--- config.mk ---
export PLATFORM = sky130hd
export DESIGN_NAME = ier_router
export DESIGN_NICKNAME = d
export VERILOG_FILES = /design/src/ier_pkg.sv /design/src/ier_router.sv /design/src/ier_pin_drive.sv
export SDC_FILE = /design/constraint.sdc
export NUM_CORES = 1
export LEC_CHECK = 0
export ABC_AREA = 1
export BUFFER_PORTS_ARGS = -buffer_cell sky130_fd_sc_hd__buf_2
export CORE_MARGIN = 3
export CORE_UTILIZATION = 40
export CTS_BUF_LIST = sky130_fd_sc_hd__clkbuf_16
export DETAILED_ROUTE_END_ITERATION = 16
export GPL_TIMING_DRIVEN = 0
export PLACE_DENSITY = 0.7
export SYNTH_ARGS = -nofsm -noshare
export SYNTH_HDL_FRONTEND = slang
export SYNTH_SLANG_ARGS = --single-unit
--- constraint.sdc ---
create_clock -name i_core_clk -period 0.9 [get_ports i_core_clk]
set_input_delay 0.135 -clock i_core_clk [delete_from_list [all_inputs] [get_ports i_core_clk]]
set_output_delay 0.135 -clock i_core_clk [all_outputs]
set_load 0.05 [all_outputs]
--- src/ier_pkg.sv ---
// Package with register map, field layout and reset values for the interrupt enable router
// How it works
// RL1: A cleared enable bit blocks its source; all enables reset cleared.
// RL2: Only flags of enabled sources reach the pin logic.
// RL3: Enable bits: 7 sleep/wake, 6 FIFO, 5 transient, 4 orientation, 3 pulse, 2 fall, 0 ready.
// RL4: Routing bit zero steers a source to pin B, one to pin A.
// RL5: All routing bits reset to zero, so every source starts on pin B.
// RL6: Routing register uses the enable bit positions; bit 1 reads zero.
// RL7: A pin is active while any enabled source routed to it signals.
// RL8: Host reads the interrupt status register to learn which sources are pending.
// RL9: Pins are active low when polarity is zero, active high when one.
// RL10: A pin goes inactive once no enabled routed source still has a flag.
`default_nettype none

package ier_pkg;

  localparam int unsigned REG_AW = 8;
  localparam int unsigned REG_DW = 8;

  // Register offsets
  localparam logic [7:0] IRQ_STATUS_ADDR = 8'h0C;
  localparam logic [7:0] SOURCE_ENABLE_ADDR = 8'h2D;
  localparam logic [7:0] PIN_ROUTING_ADDR = 8'h2E;

  // Field positions, shared by enable, routing and status
  localparam int unsigned SLEEP_WAKE_BIT = 7;
  localparam int unsigned FIFO_BIT = 6;
  localparam int unsigned TRANSIENT_BIT = 5;
  localparam int unsigned ORIENTATION_BIT = 4;
  localparam int unsigned PULSE_BIT = 3;
  localparam int unsigned FALL_MOTION_BIT = 2;
  localparam int unsigned SAMPLE_READY_BIT = 0;

  // Implemented bits; bit 1 always reads zero
  localparam logic [7:0] FIELD_MASK = 8'hFD;

  // Reset values
  localparam logic [7:0] SOURCE_ENABLE_RST = 8'h00;
  localparam logic [7:0] PIN_ROUTING_RST = 8'h00;
  localparam logic [7:0] READ_DATA_RST = 8'h00;
  localparam logic [7:0] UNMAPPED_READ = 8'h00;

  // Polarity select values
  localparam logic POL_ACTIVE_LOW = 1'b0;
  localparam logic POL_ACTIVE_HIGH = 1'b1;

endpackage : ier_pkg

`default_nettype wire

--- src/ier_router.sv ---
// Interrupt enable and pin routing block with its register slice
`default_nettype none

module ier_router #(
  parameter int unsigned NSRC = 8
) (
  // Clock and reset
  input wire logic i_core_clk,
  input wire logic i_rst,
  // Internal register port
  input wire logic [ier_pkg::REG_AW-1:0] i_reg_addr,
  input wire logic i_reg_wr,
  input wire logic [ier_pkg::REG_DW-1:0] i_reg_wdata,
  input wire logic i_reg_rd,
  output logic [ier_pkg::REG_DW-1:0] o_reg_rdata,
  // Event flags from the detectors, one per enable bit position
  input wire logic [NSRC-1:0] i_src_event,
  // Pin configuration from the control register next door
  input wire logic i_irq_polarity,
  input wire logic i_open_drain,
  // Interrupt pins
  output logic o_irq_pin_a,
  output logic o_irq_pin_a_oe,
  output logic o_irq_pin_b,
  output logic o_irq_pin_b_oe
);

  typedef struct packed {
    logic [NSRC-1:0] source_enable;
    logic [NSRC-1:0] pin_routing;
    logic [ier_pkg::REG_DW-1:0] rdata;
  } ier_state_t;

  ier_state_t state_reg;
  ier_state_t state_next;

  logic [NSRC-1:0] gated;
  logic [NSRC-1:0] to_pin_a;
  logic [NSRC-1:0] to_pin_b;
  logic active_a;
  logic active_b;

  // Source gating and steering
  always_comb begin
    gated = i_src_event & state_reg.source_enable & ier_pkg::FIELD_MASK; // RL1 RL2
    to_pin_a = gated & state_reg.pin_routing; // RL4
    to_pin_b = gated & ~state_reg.pin_routing; // RL4
  end

  // Register writes and reads
  always_comb begin
    state_next = state_reg;
    if (i_reg_wr && (i_reg_addr == ier_pkg::SOURCE_ENABLE_ADDR)) begin
      state_next.source_enable = i_reg_wdata & ier_pkg::FIELD_MASK; // RL3
    end
    if (i_reg_wr && (i_reg_addr == ier_pkg::PIN_ROUTING_ADDR)) begin
      state_next.pin_routing = i_reg_wdata & ier_pkg::FIELD_MASK; // RL6
    end
    if (i_reg_rd) begin
      case (i_reg_addr)
        ier_pkg::SOURCE_ENABLE_ADDR: begin
          state_next.rdata = state_reg.source_enable & ier_pkg::FIELD_MASK; // RL3
        end
        ier_pkg::PIN_ROUTING_ADDR: begin
          state_next.rdata = state_reg.pin_routing & ier_pkg::FIELD_MASK; // RL6
        end
        ier_pkg::IRQ_STATUS_ADDR: begin
          state_next.rdata = gated; // RL8
        end
        default: begin
          state_next.rdata = ier_pkg::UNMAPPED_READ;
        end
      endcase
    end
  end

  always_ff @(posedge i_core_clk or posedge i_rst) begin
    if (i_rst) begin
      state_reg.source_enable <= ier_pkg::SOURCE_ENABLE_RST; // RL1
      state_reg.pin_routing <= ier_pkg::PIN_ROUTING_RST; // RL5
      state_reg.rdata <= ier_pkg::READ_DATA_RST;
    end else begin
      state_reg <= state_next;
    end
  end

  assign o_reg_rdata = state_reg.rdata;

  // Pin A takes sources whose routing bit is one
  ier_pin_drive #(
    .NSRC(NSRC)
  ) u_pin_a (
    .i_core_clk(i_core_clk),
    .i_rst(i_rst),
    .i_flags(to_pin_a),
    .i_irq_polarity(i_irq_polarity),
    .i_open_drain(i_open_drain),
    .o_pin(o_irq_pin_a),
    .o_pin_oe(o_irq_pin_a_oe),
    .o_active(active_a)
  );

  // Pin B takes sources whose routing bit is zero
  ier_pin_drive #(
    .NSRC(NSRC)
  ) u_pin_b (
    .i_core_clk(i_core_clk),
    .i_rst(i_rst),
    .i_flags(to_pin_b),
    .i_irq_polarity(i_irq_polarity),
    .i_open_drain(i_open_drain),
    .o_pin(o_irq_pin_b),
    .o_pin_oe(o_irq_pin_b_oe),
    .o_active(active_b)
  );

  // Checks
  chk_enable_write: assert property ( // RL1
    @(posedge i_core_clk) disable iff (i_rst)
    (i_reg_wr && (i_reg_addr == ier_pkg::SOURCE_ENABLE_ADDR))
    |=> (state_reg.source_enable == ($past(i_reg_wdata) & ier_pkg::FIELD_MASK)))
    else $error("source enable not updated by write");

  chk_disabled_blocked: assert property ( // RL2
    @(posedge i_core_clk) disable iff (i_rst)
    ((|(i_src_event & ~state_reg.source_enable)) && !(|to_pin_a) && !(|to_pin_b))
    |=> (!active_a && !active_b) [*1])
    else $error("disabled source reached a pin");

  chk_bit1_zero: assert property ( // RL3 RL6
    @(posedge i_core_clk) disable iff (i_rst)
    !state_reg.source_enable[1] && !state_reg.pin_routing[1] && !gated[1])
    else $error("bit 1 of enable or routing is set");

  chk_route_a: assert property ( // RL4 RL7
    @(posedge i_core_clk) disable iff (i_rst)
    (|(i_src_event & state_reg.source_enable & state_reg.pin_routing & 8'hFD))
    |=> (o_irq_pin_a == $past(i_irq_polarity)))
    else $error("routed source did not assert pin A");

  chk_route_b: assert property ( // RL4 RL7
    @(posedge i_core_clk) disable iff (i_rst)
    (|(i_src_event & state_reg.source_enable & ~state_reg.pin_routing & 8'hFD))
    |=> (o_irq_pin_b == $past(i_irq_polarity)))
    else $error("routed source did not assert pin B");

  chk_routing_reset: assert property ( // RL5
    @(posedge i_core_clk)
    $fell(i_rst) |-> (state_reg.pin_routing == 8'h00) && (state_reg.source_enable == 8'h00))
    else $error("routing or enable not zero after reset");

  chk_polarity_low: assert property ( // RL9
    @(posedge i_core_clk) disable iff (i_rst)
    (active_a && (i_irq_polarity == ier_pkg::POL_ACTIVE_LOW) && $stable(i_irq_polarity))
    |-> (o_irq_pin_a == 1'b0))
    else $error("pin A not active low");

  chk_release_a: assert property ( // RL10
    @(posedge i_core_clk) disable iff (i_rst)
    $fell(|to_pin_a) |=> (o_irq_pin_a == !$past(i_irq_polarity)) && !active_a)
    else $error("pin A did not release");

  chk_release_b: assert property ( // RL10
    @(posedge i_core_clk) disable iff (i_rst)
    !(|to_pin_b) ##1 !(|to_pin_b) |-> (o_irq_pin_b == !$past(i_irq_polarity)))
    else $error("pin B did not release");

  chk_status_read: assert property ( // RL8
    @(posedge i_core_clk) disable iff (i_rst)
    (i_reg_rd && (i_reg_addr == ier_pkg::IRQ_STATUS_ADDR))
    |=> (o_reg_rdata == $past(gated)))
    else $error("status read does not show gated flags");

  chk_routing_write: assert property ( // RL6
    @(posedge i_core_clk) disable iff (i_rst)
    (i_reg_wr && (i_reg_addr == ier_pkg::PIN_ROUTING_ADDR))
    |=> (state_reg.pin_routing == ($past(i_reg_wdata) & ier_pkg::FIELD_MASK)))
    else $error("pin routing not updated by write");

  chk_enable_hold: assert property ( // RL1
    @(posedge i_core_clk) disable iff (i_rst)
    !(i_reg_wr && (i_reg_addr == ier_pkg::SOURCE_ENABLE_ADDR))
    |=> $stable(state_reg.source_enable))
    else $error("source enable changed without a write");

  chk_routing_hold: assert property ( // RL5
    @(posedge i_core_clk) disable iff (i_rst)
    !(i_reg_wr && (i_reg_addr == ier_pkg::PIN_ROUTING_ADDR))
    |=> $stable(state_reg.pin_routing))
    else $error("pin routing changed without a write");

  chk_raise_a: assert property ( // RL7
    @(posedge i_core_clk) disable iff (i_rst)
    (|to_pin_a) |=> active_a)
    else $error("pin A not active for a routed flag");

  chk_raise_b: assert property ( // RL7
    @(posedge i_core_clk) disable iff (i_rst)
    (|to_pin_b) |=> active_b)
    else $error("pin B not active for a routed flag");

  chk_polarity_high: assert property ( // RL9
    @(posedge i_core_clk) disable iff (i_rst)
    (active_b && (i_irq_polarity == ier_pkg::POL_ACTIVE_HIGH) && $stable(i_irq_polarity))
    |-> (o_irq_pin_b == 1'b1))
    else $error("pin B not active high");

  chk_polarity_low_b: assert property ( // RL9
    @(posedge i_core_clk) disable iff (i_rst)
    (active_b && (i_irq_polarity == ier_pkg::POL_ACTIVE_LOW) && $stable(i_irq_polarity))
    |-> (o_irq_pin_b == 1'b0))
    else $error("pin B not active low");

  chk_status_gated: assert property ( // RL2
    @(posedge i_core_clk) disable iff (i_rst)
    (i_reg_rd && (i_reg_addr == ier_pkg::IRQ_STATUS_ADDR))
    |=> ((o_reg_rdata & ~$past(state_reg.source_enable)) == 8'h00))
    else $error("status shows a disabled source");

endmodule : ier_router

`default_nettype wire

--- src/ier_pin_drive.sv ---
// One interrupt pin driver: merges routed flags and applies polarity and drive mode
`default_nettype none

module ier_pin_drive #(
  parameter int unsigned NSRC = 8
) (
  // Clock and reset
  input wire logic i_core_clk,
  input wire logic i_rst,
  // Flags already gated and routed to this pin
  input wire logic [NSRC-1:0] i_flags,
  // Pin configuration
  input wire logic i_irq_polarity,
  input wire logic i_open_drain,
  // Pin
  output logic o_pin,
  output logic o_pin_oe,
  output logic o_active
);

  typedef struct packed {
    logic active;
    logic level;
    logic oe;
  } ier_pin_state_t;

  ier_pin_state_t state_reg;
  ier_pin_state_t state_next;

  always_comb begin
    state_next = state_reg;
    state_next.active = |i_flags; // RL7 RL10
    state_next.level = (i_irq_polarity == ier_pkg::POL_ACTIVE_HIGH) ?
                       state_next.active : ~state_next.active; // RL9
    // Out of reset, open drain only pulls low; reset drives high in both modes; push-pull always drives
    state_next.oe = i_open_drain ? ~state_next.level : 1'b1;
  end

  always_ff @(posedge i_core_clk or posedge i_rst) begin
    if (i_rst) begin
      state_reg <= '{active: 1'b0, level: 1'b1, oe: 1'b1};
    end else begin
      state_reg <= state_next;
    end
  end

  assign o_pin = state_reg.level;
  assign o_pin_oe = state_reg.oe;
  assign o_active = state_reg.active;

endmodule : ier_pin_drive

`default_nettype wire

# Yosys cells after proc, flatten, opt, wreduce, memory -nomap -nowiden
# Cells that the tools add are included.
# word_totals
register_bits,26
latchBits,0
ramBits,0
rom_bits,0
input_bits,30
elab_cells,27
memories,0
# op_classes
n_addsub,0
n_mul,0
n_div,0
magnitude_cmp,0
eq_ne,3
shift,0
muxes,5
bitwise_logic,8
n_reduce_logical,4
# ops
cell,count
$and A8 B8 Y8,3
$pmux W8 S3,1
$eq A8 B6 Y1 const B,2
$reduce_or A8 Y1,2
$eq A8 B4 Y1 const B,1
$not A8 Y8,1
$mux W1,4
$not A1 Y1,4
$logic_and A1 B1 Y1,2

# Longest topological paths before layout
# logic_depth
ltp_word,7
ltp_mapped,8

# Hierarchy
# A second synthesis with hierarchy kept.
# unflattened
cells_unflattened,217
hier_area_um2,1604.0
# by_module_without_submodules
mod,n_inst,cells_each,area_per_inst_um2,seq_area_each_um2
ier_router,1,179,1313.8,525.5
ier_pin_drive,2,19,145.1,77.6

# Least setup slack after synthesis
# Ideal clock, no wire load.
# synth_timing
path_type,reg-to-reg
from,reg state_reg[18] (netlist bit)
to,reg u_pin_a.state_reg (netlist bit u_pin_a.o_pin_oe)
arrival_time_ps,835
required_ps,823
slack_ps,-12
path_stages_with_launch,7
cell_sequence,dfrtp_1 > nand3_1 > o21ai_0 > nor2_1 > nand3_1 > nand2_1 > nand2_1
# synth_lines
element,line,source
from (decl),ier_router.sv:34,ier_state_t state_reg;
from (signal assigned),ier_router.sv:83,state_reg <= state_next;
to (signal assigned),ier_pin_drive.sv:41,"state_reg <= '{active: 1'b0, level: 1'b1, oe: 1'b1};"
to (signal assigned),ier_pin_drive.sv:43,state_reg <= state_next;
to (decl),ier_pin_drive.sv:27,ier_pin_state_t state_reg;

# Worst setup path in the final report
# layout_timing
from,reg u_pin_a.state_reg (netlist bit u_pin_a.o_pin)
to,out o_irq_pin_a
# layout_lines
element,line,source
to (decl),ier_router.sv:22,"output logic o_irq_pin_a,"
# No word-level cell between the ends.

==> results.py <==
metrics = {
    "synth": {
        "synth_area_leader_cell": "dfrtp_1",
        "syn_nets": 224,
        "post_synth_num_cell_types": 19,
        "yosysWarnings": 0,
        "syn-instance-count": 194,
        "synthesis.area_um2": 1510,
        "synth-seq-area-share": 0.419,
        "postSynthRegisterBits": 25,
        "synth_largest_type_area_fraction": 0.349,
        "synth_area_per_cell_um2": 7.77,
        "ys_top_cells_by_area": "dfrtp_1 35%, nand2_1 15%, nand3_1 11%",
    },
    "pwr": {
        "comb_power_share": 0.193,
        "internal_power_consumption_mw": 2.01,
        "pwr-share-seq": 0.456,
        "power.switching_uw": 740,
        "leakage_nw": 1.18,
        "ir_worst_vdd_mv": 0.611,
        "power.density_nw_per_um2": 1250,
        "pwr-share-clk": 0.351,
        "p_sw_frac": 0.269,
    },
    "layout": {
        "finalInstanceArea_um2": 2200,
        "antenna-diode-count": 0,
        "layout.nets": 283,
        "post_route_cells_drive_above_1_share": 0.524,
        "layout-area-overhead-vs-synth_pct": 45.9,
        "largest_reg_flops": 14,
        "n_fill_cell": 315,
    },
    "clocking": {
        "clk_root_buffer_cell": "clkbuf_16",
        "cts_num_sinks": 25,
        "cts_tree": "done",
        "ctsHtreeMaxLevel": 1,
        "cts_buffer_depth": 2,
        "cts.reportedPaths.clkPinSlew_ns": 0.06,
        "tritoncts.num_buffers": 3,
        "cts-hold-fix-buffers": 0,
        "clk-insertion-delay-late_ns": 0.26,
    },
    "critical_path": {
        "timing_worst_setup_path_type": "reg -> out",
        "worstPathArrival_ns": 0.93,
        "critical_path_required_ns": 0.76,
        "endpoint_kind": "output port",
        "worst_setup_path_start_kind": "flip-flop",
        "critical-path-max-stage-delay_ns": 0.54,
        "timing.critical_path.buf_inv": 1,
        "critPathMaxFanout": 1,
        "crit_slowest_cell": "dfstp_2",
        "critPathTopFamily": "flip-flops",
        "sequence_of_cells_on_the_critical_path": "buf_8",
    },
    "timing": {
        "setup_tns_ns": -1.97,
        "clock_skew_ns": 0.00181,
        "timing.fmax_ghz": 0.939,
        "grt_setup_unrepaired": "yes",
        "finalSetupViolCount": 21,
        "final_period_minus_worst_setup_slack_ns": 1.06,
        "hold_violations": 21,
        "tightest_slew_ns": 0.520,
        "timing.final.max_slew_violations": 0,
        "worst_hold_slack_ns": -0.0895,
        "timing.final.crit_share": 1.18,
        "layout_setup_ws_ns": -0.165,
        "timing.max_slew.rel_slack": 0.653,
    },
    "outcome": {
        "failed_checks": "negative hold slack, negative setup slack",
        "status": "finished with violations",
    },
    "die": {
        "core_um2": 3470,
        "chipHeight_um": 67.4,
        "fp.dieW_um": 67.4,
        "die_area_um2": 4540,
        "start_util": 0.434,
        "floorplan.rows": 21,
        "ios": 42,
    },
    "grt": {
        "antenna_found_initial": 0,
        "grt_overflow": 0,
        "first_global_vias": 1301,
        "grt.total_usage": 0.165,
        "grt_first_pass_wirelength_um": 5690,
        "grt_start_max_net_pins": 26,
    },
    "placement": {
        "dp.final_hpwl_um": 2400,
        "gp_congestion": 0.868,
        "portBuffers": 37,
        "dp_slack_ns": -0.230,
        "placement.cell_area_um2": 1760,
    },
    "routing": {
        "routed_wirelength_um": 3640,
        "wire_per_inst_um": 12.2,
        "viasPerCell": 4.74,
        "initialDrtViolationCount": 50,
        "drt_pre_antenna_iters": 4,
        "drt_drc_violations_left": 0,
        "route.vias.total": 1414,
        "detail-route-antenna-nets": 0,
    },
    "run": {
        "drv.max_cap_violation_count": 0,
    },
    "hold_path": {
        "hold_class": "in -> async",
    },
}
## synthesized netlist by cell type, drive strengths merged
master and number:
inv 17, o21ai 15, nand3 34, buf 11, dfrtp 21, dfstp 4, conb 1, nor2 13
nand2 71, nand3b 7
## power by group through the flow
stage	combinational [mW]	sequential (mW)	clock, mW
after floorplan	0.192	1.31	0
after global placement	0.373	1.25	0
after detailed placement	0.377	1.26	0
after CTS	0.442	1.24	0.984
after global routing	0.582	1.26	1.04
final	0.531	1.26	0.968
## layer usage
metal | track usage | wire length, um
met1 | 0.213 | 1520
met2 | 0.277 | 1890
met3 | 0.0316 | 174
met4 | 0.0532 | 53
met5 | 0 | 0
## repair_timing
action	4_1_cts	5_1_grt
buffers inserted	13	11
gates cloned	0	0
pin swaps	8	25
gates resized for setup	36	42
setup endpoints to repair	17	29
hold endpoints to repair	0	21
## cells by family (layout without fill, tap and decap cells)
family          Yosys count  count (layout)  synth area share
simple gates            125             125             0.421
buf+inv                  28              86             0.100
flops                    25              25             0.419
compound gates           15              15            0.0573
other cells               1               1           0.00249
## through the flow
step / power (mW) / util / cells
finish: 2.75 / 0.634 / 298
global route: 2.89 / 0.634 / 298
CTS: 2.67 / 0.576 / 287
detailed placement: 1.63 / 0.507 / 277
global placement: 1.63 / 0.507 / 277
floorplan: 1.50 / - / 194
## layout by cell type, fill, tap and decap left out
master / count
buf_2: 27
nand3b_1: 7
buf_4: 22
nand2_1: 47
nand3_2: 7
nor2_8: 3
clkbuf_16: 3
inv_1: 6
dfrtp_1: 19
o21ai_1: 11
nor2_2: 4
nor2_4: 4
inv_2: 11
buf_8: 12
nand2_4: 4
dfrtp_2: 2
nand2_2: 20
clkinvlp_4: 1
o21ai_2: 4
nand3_1: 27
dfstp_2: 4
buf_6: 4
conb_1: 1
nor2_1: 2
## worst paths after layout
path	cells past startpoint	slack (ns)	endpoint	startpoint
setup / recovery	1	-0.16	o_irq_pin_a	u_pin_a.o_pin
hold / removal	2	-0.09	o_reg_rdata[6]	i_rst
setup reg to reg	6	-0.16	o_reg_rdata[2]	state_reg[18]
hold reg to reg	2	0.56	state_reg[8]	state_reg[8]
max in group asynchronous	2	0.65	u_pin_b.o_pin	i_rst
min in group i_core_clk	2	0.02	u_pin_a.o_pin_oe	i_open_drain
## cell type report
cell class / instances / area (um2) / share of cell area
Multi-Input combinational cell: 141 / 836 / 0.380
Buffer: 4 / 35.0 / 0.0159
Clock inverter: 1 / 3.75 / 0.00171
Sequential cell: 25 / 633 / 0.288
Timing Repair Buffer: 61 / 490 / 0.223
Clock buffer: 3 / 75.1 / 0.0341
Tap cell: 46 / 57.6 / 0.0262
Inverter: 17 / 67.6 / 0.0307
Note: power is estimated with default switching activity, not from simulation.
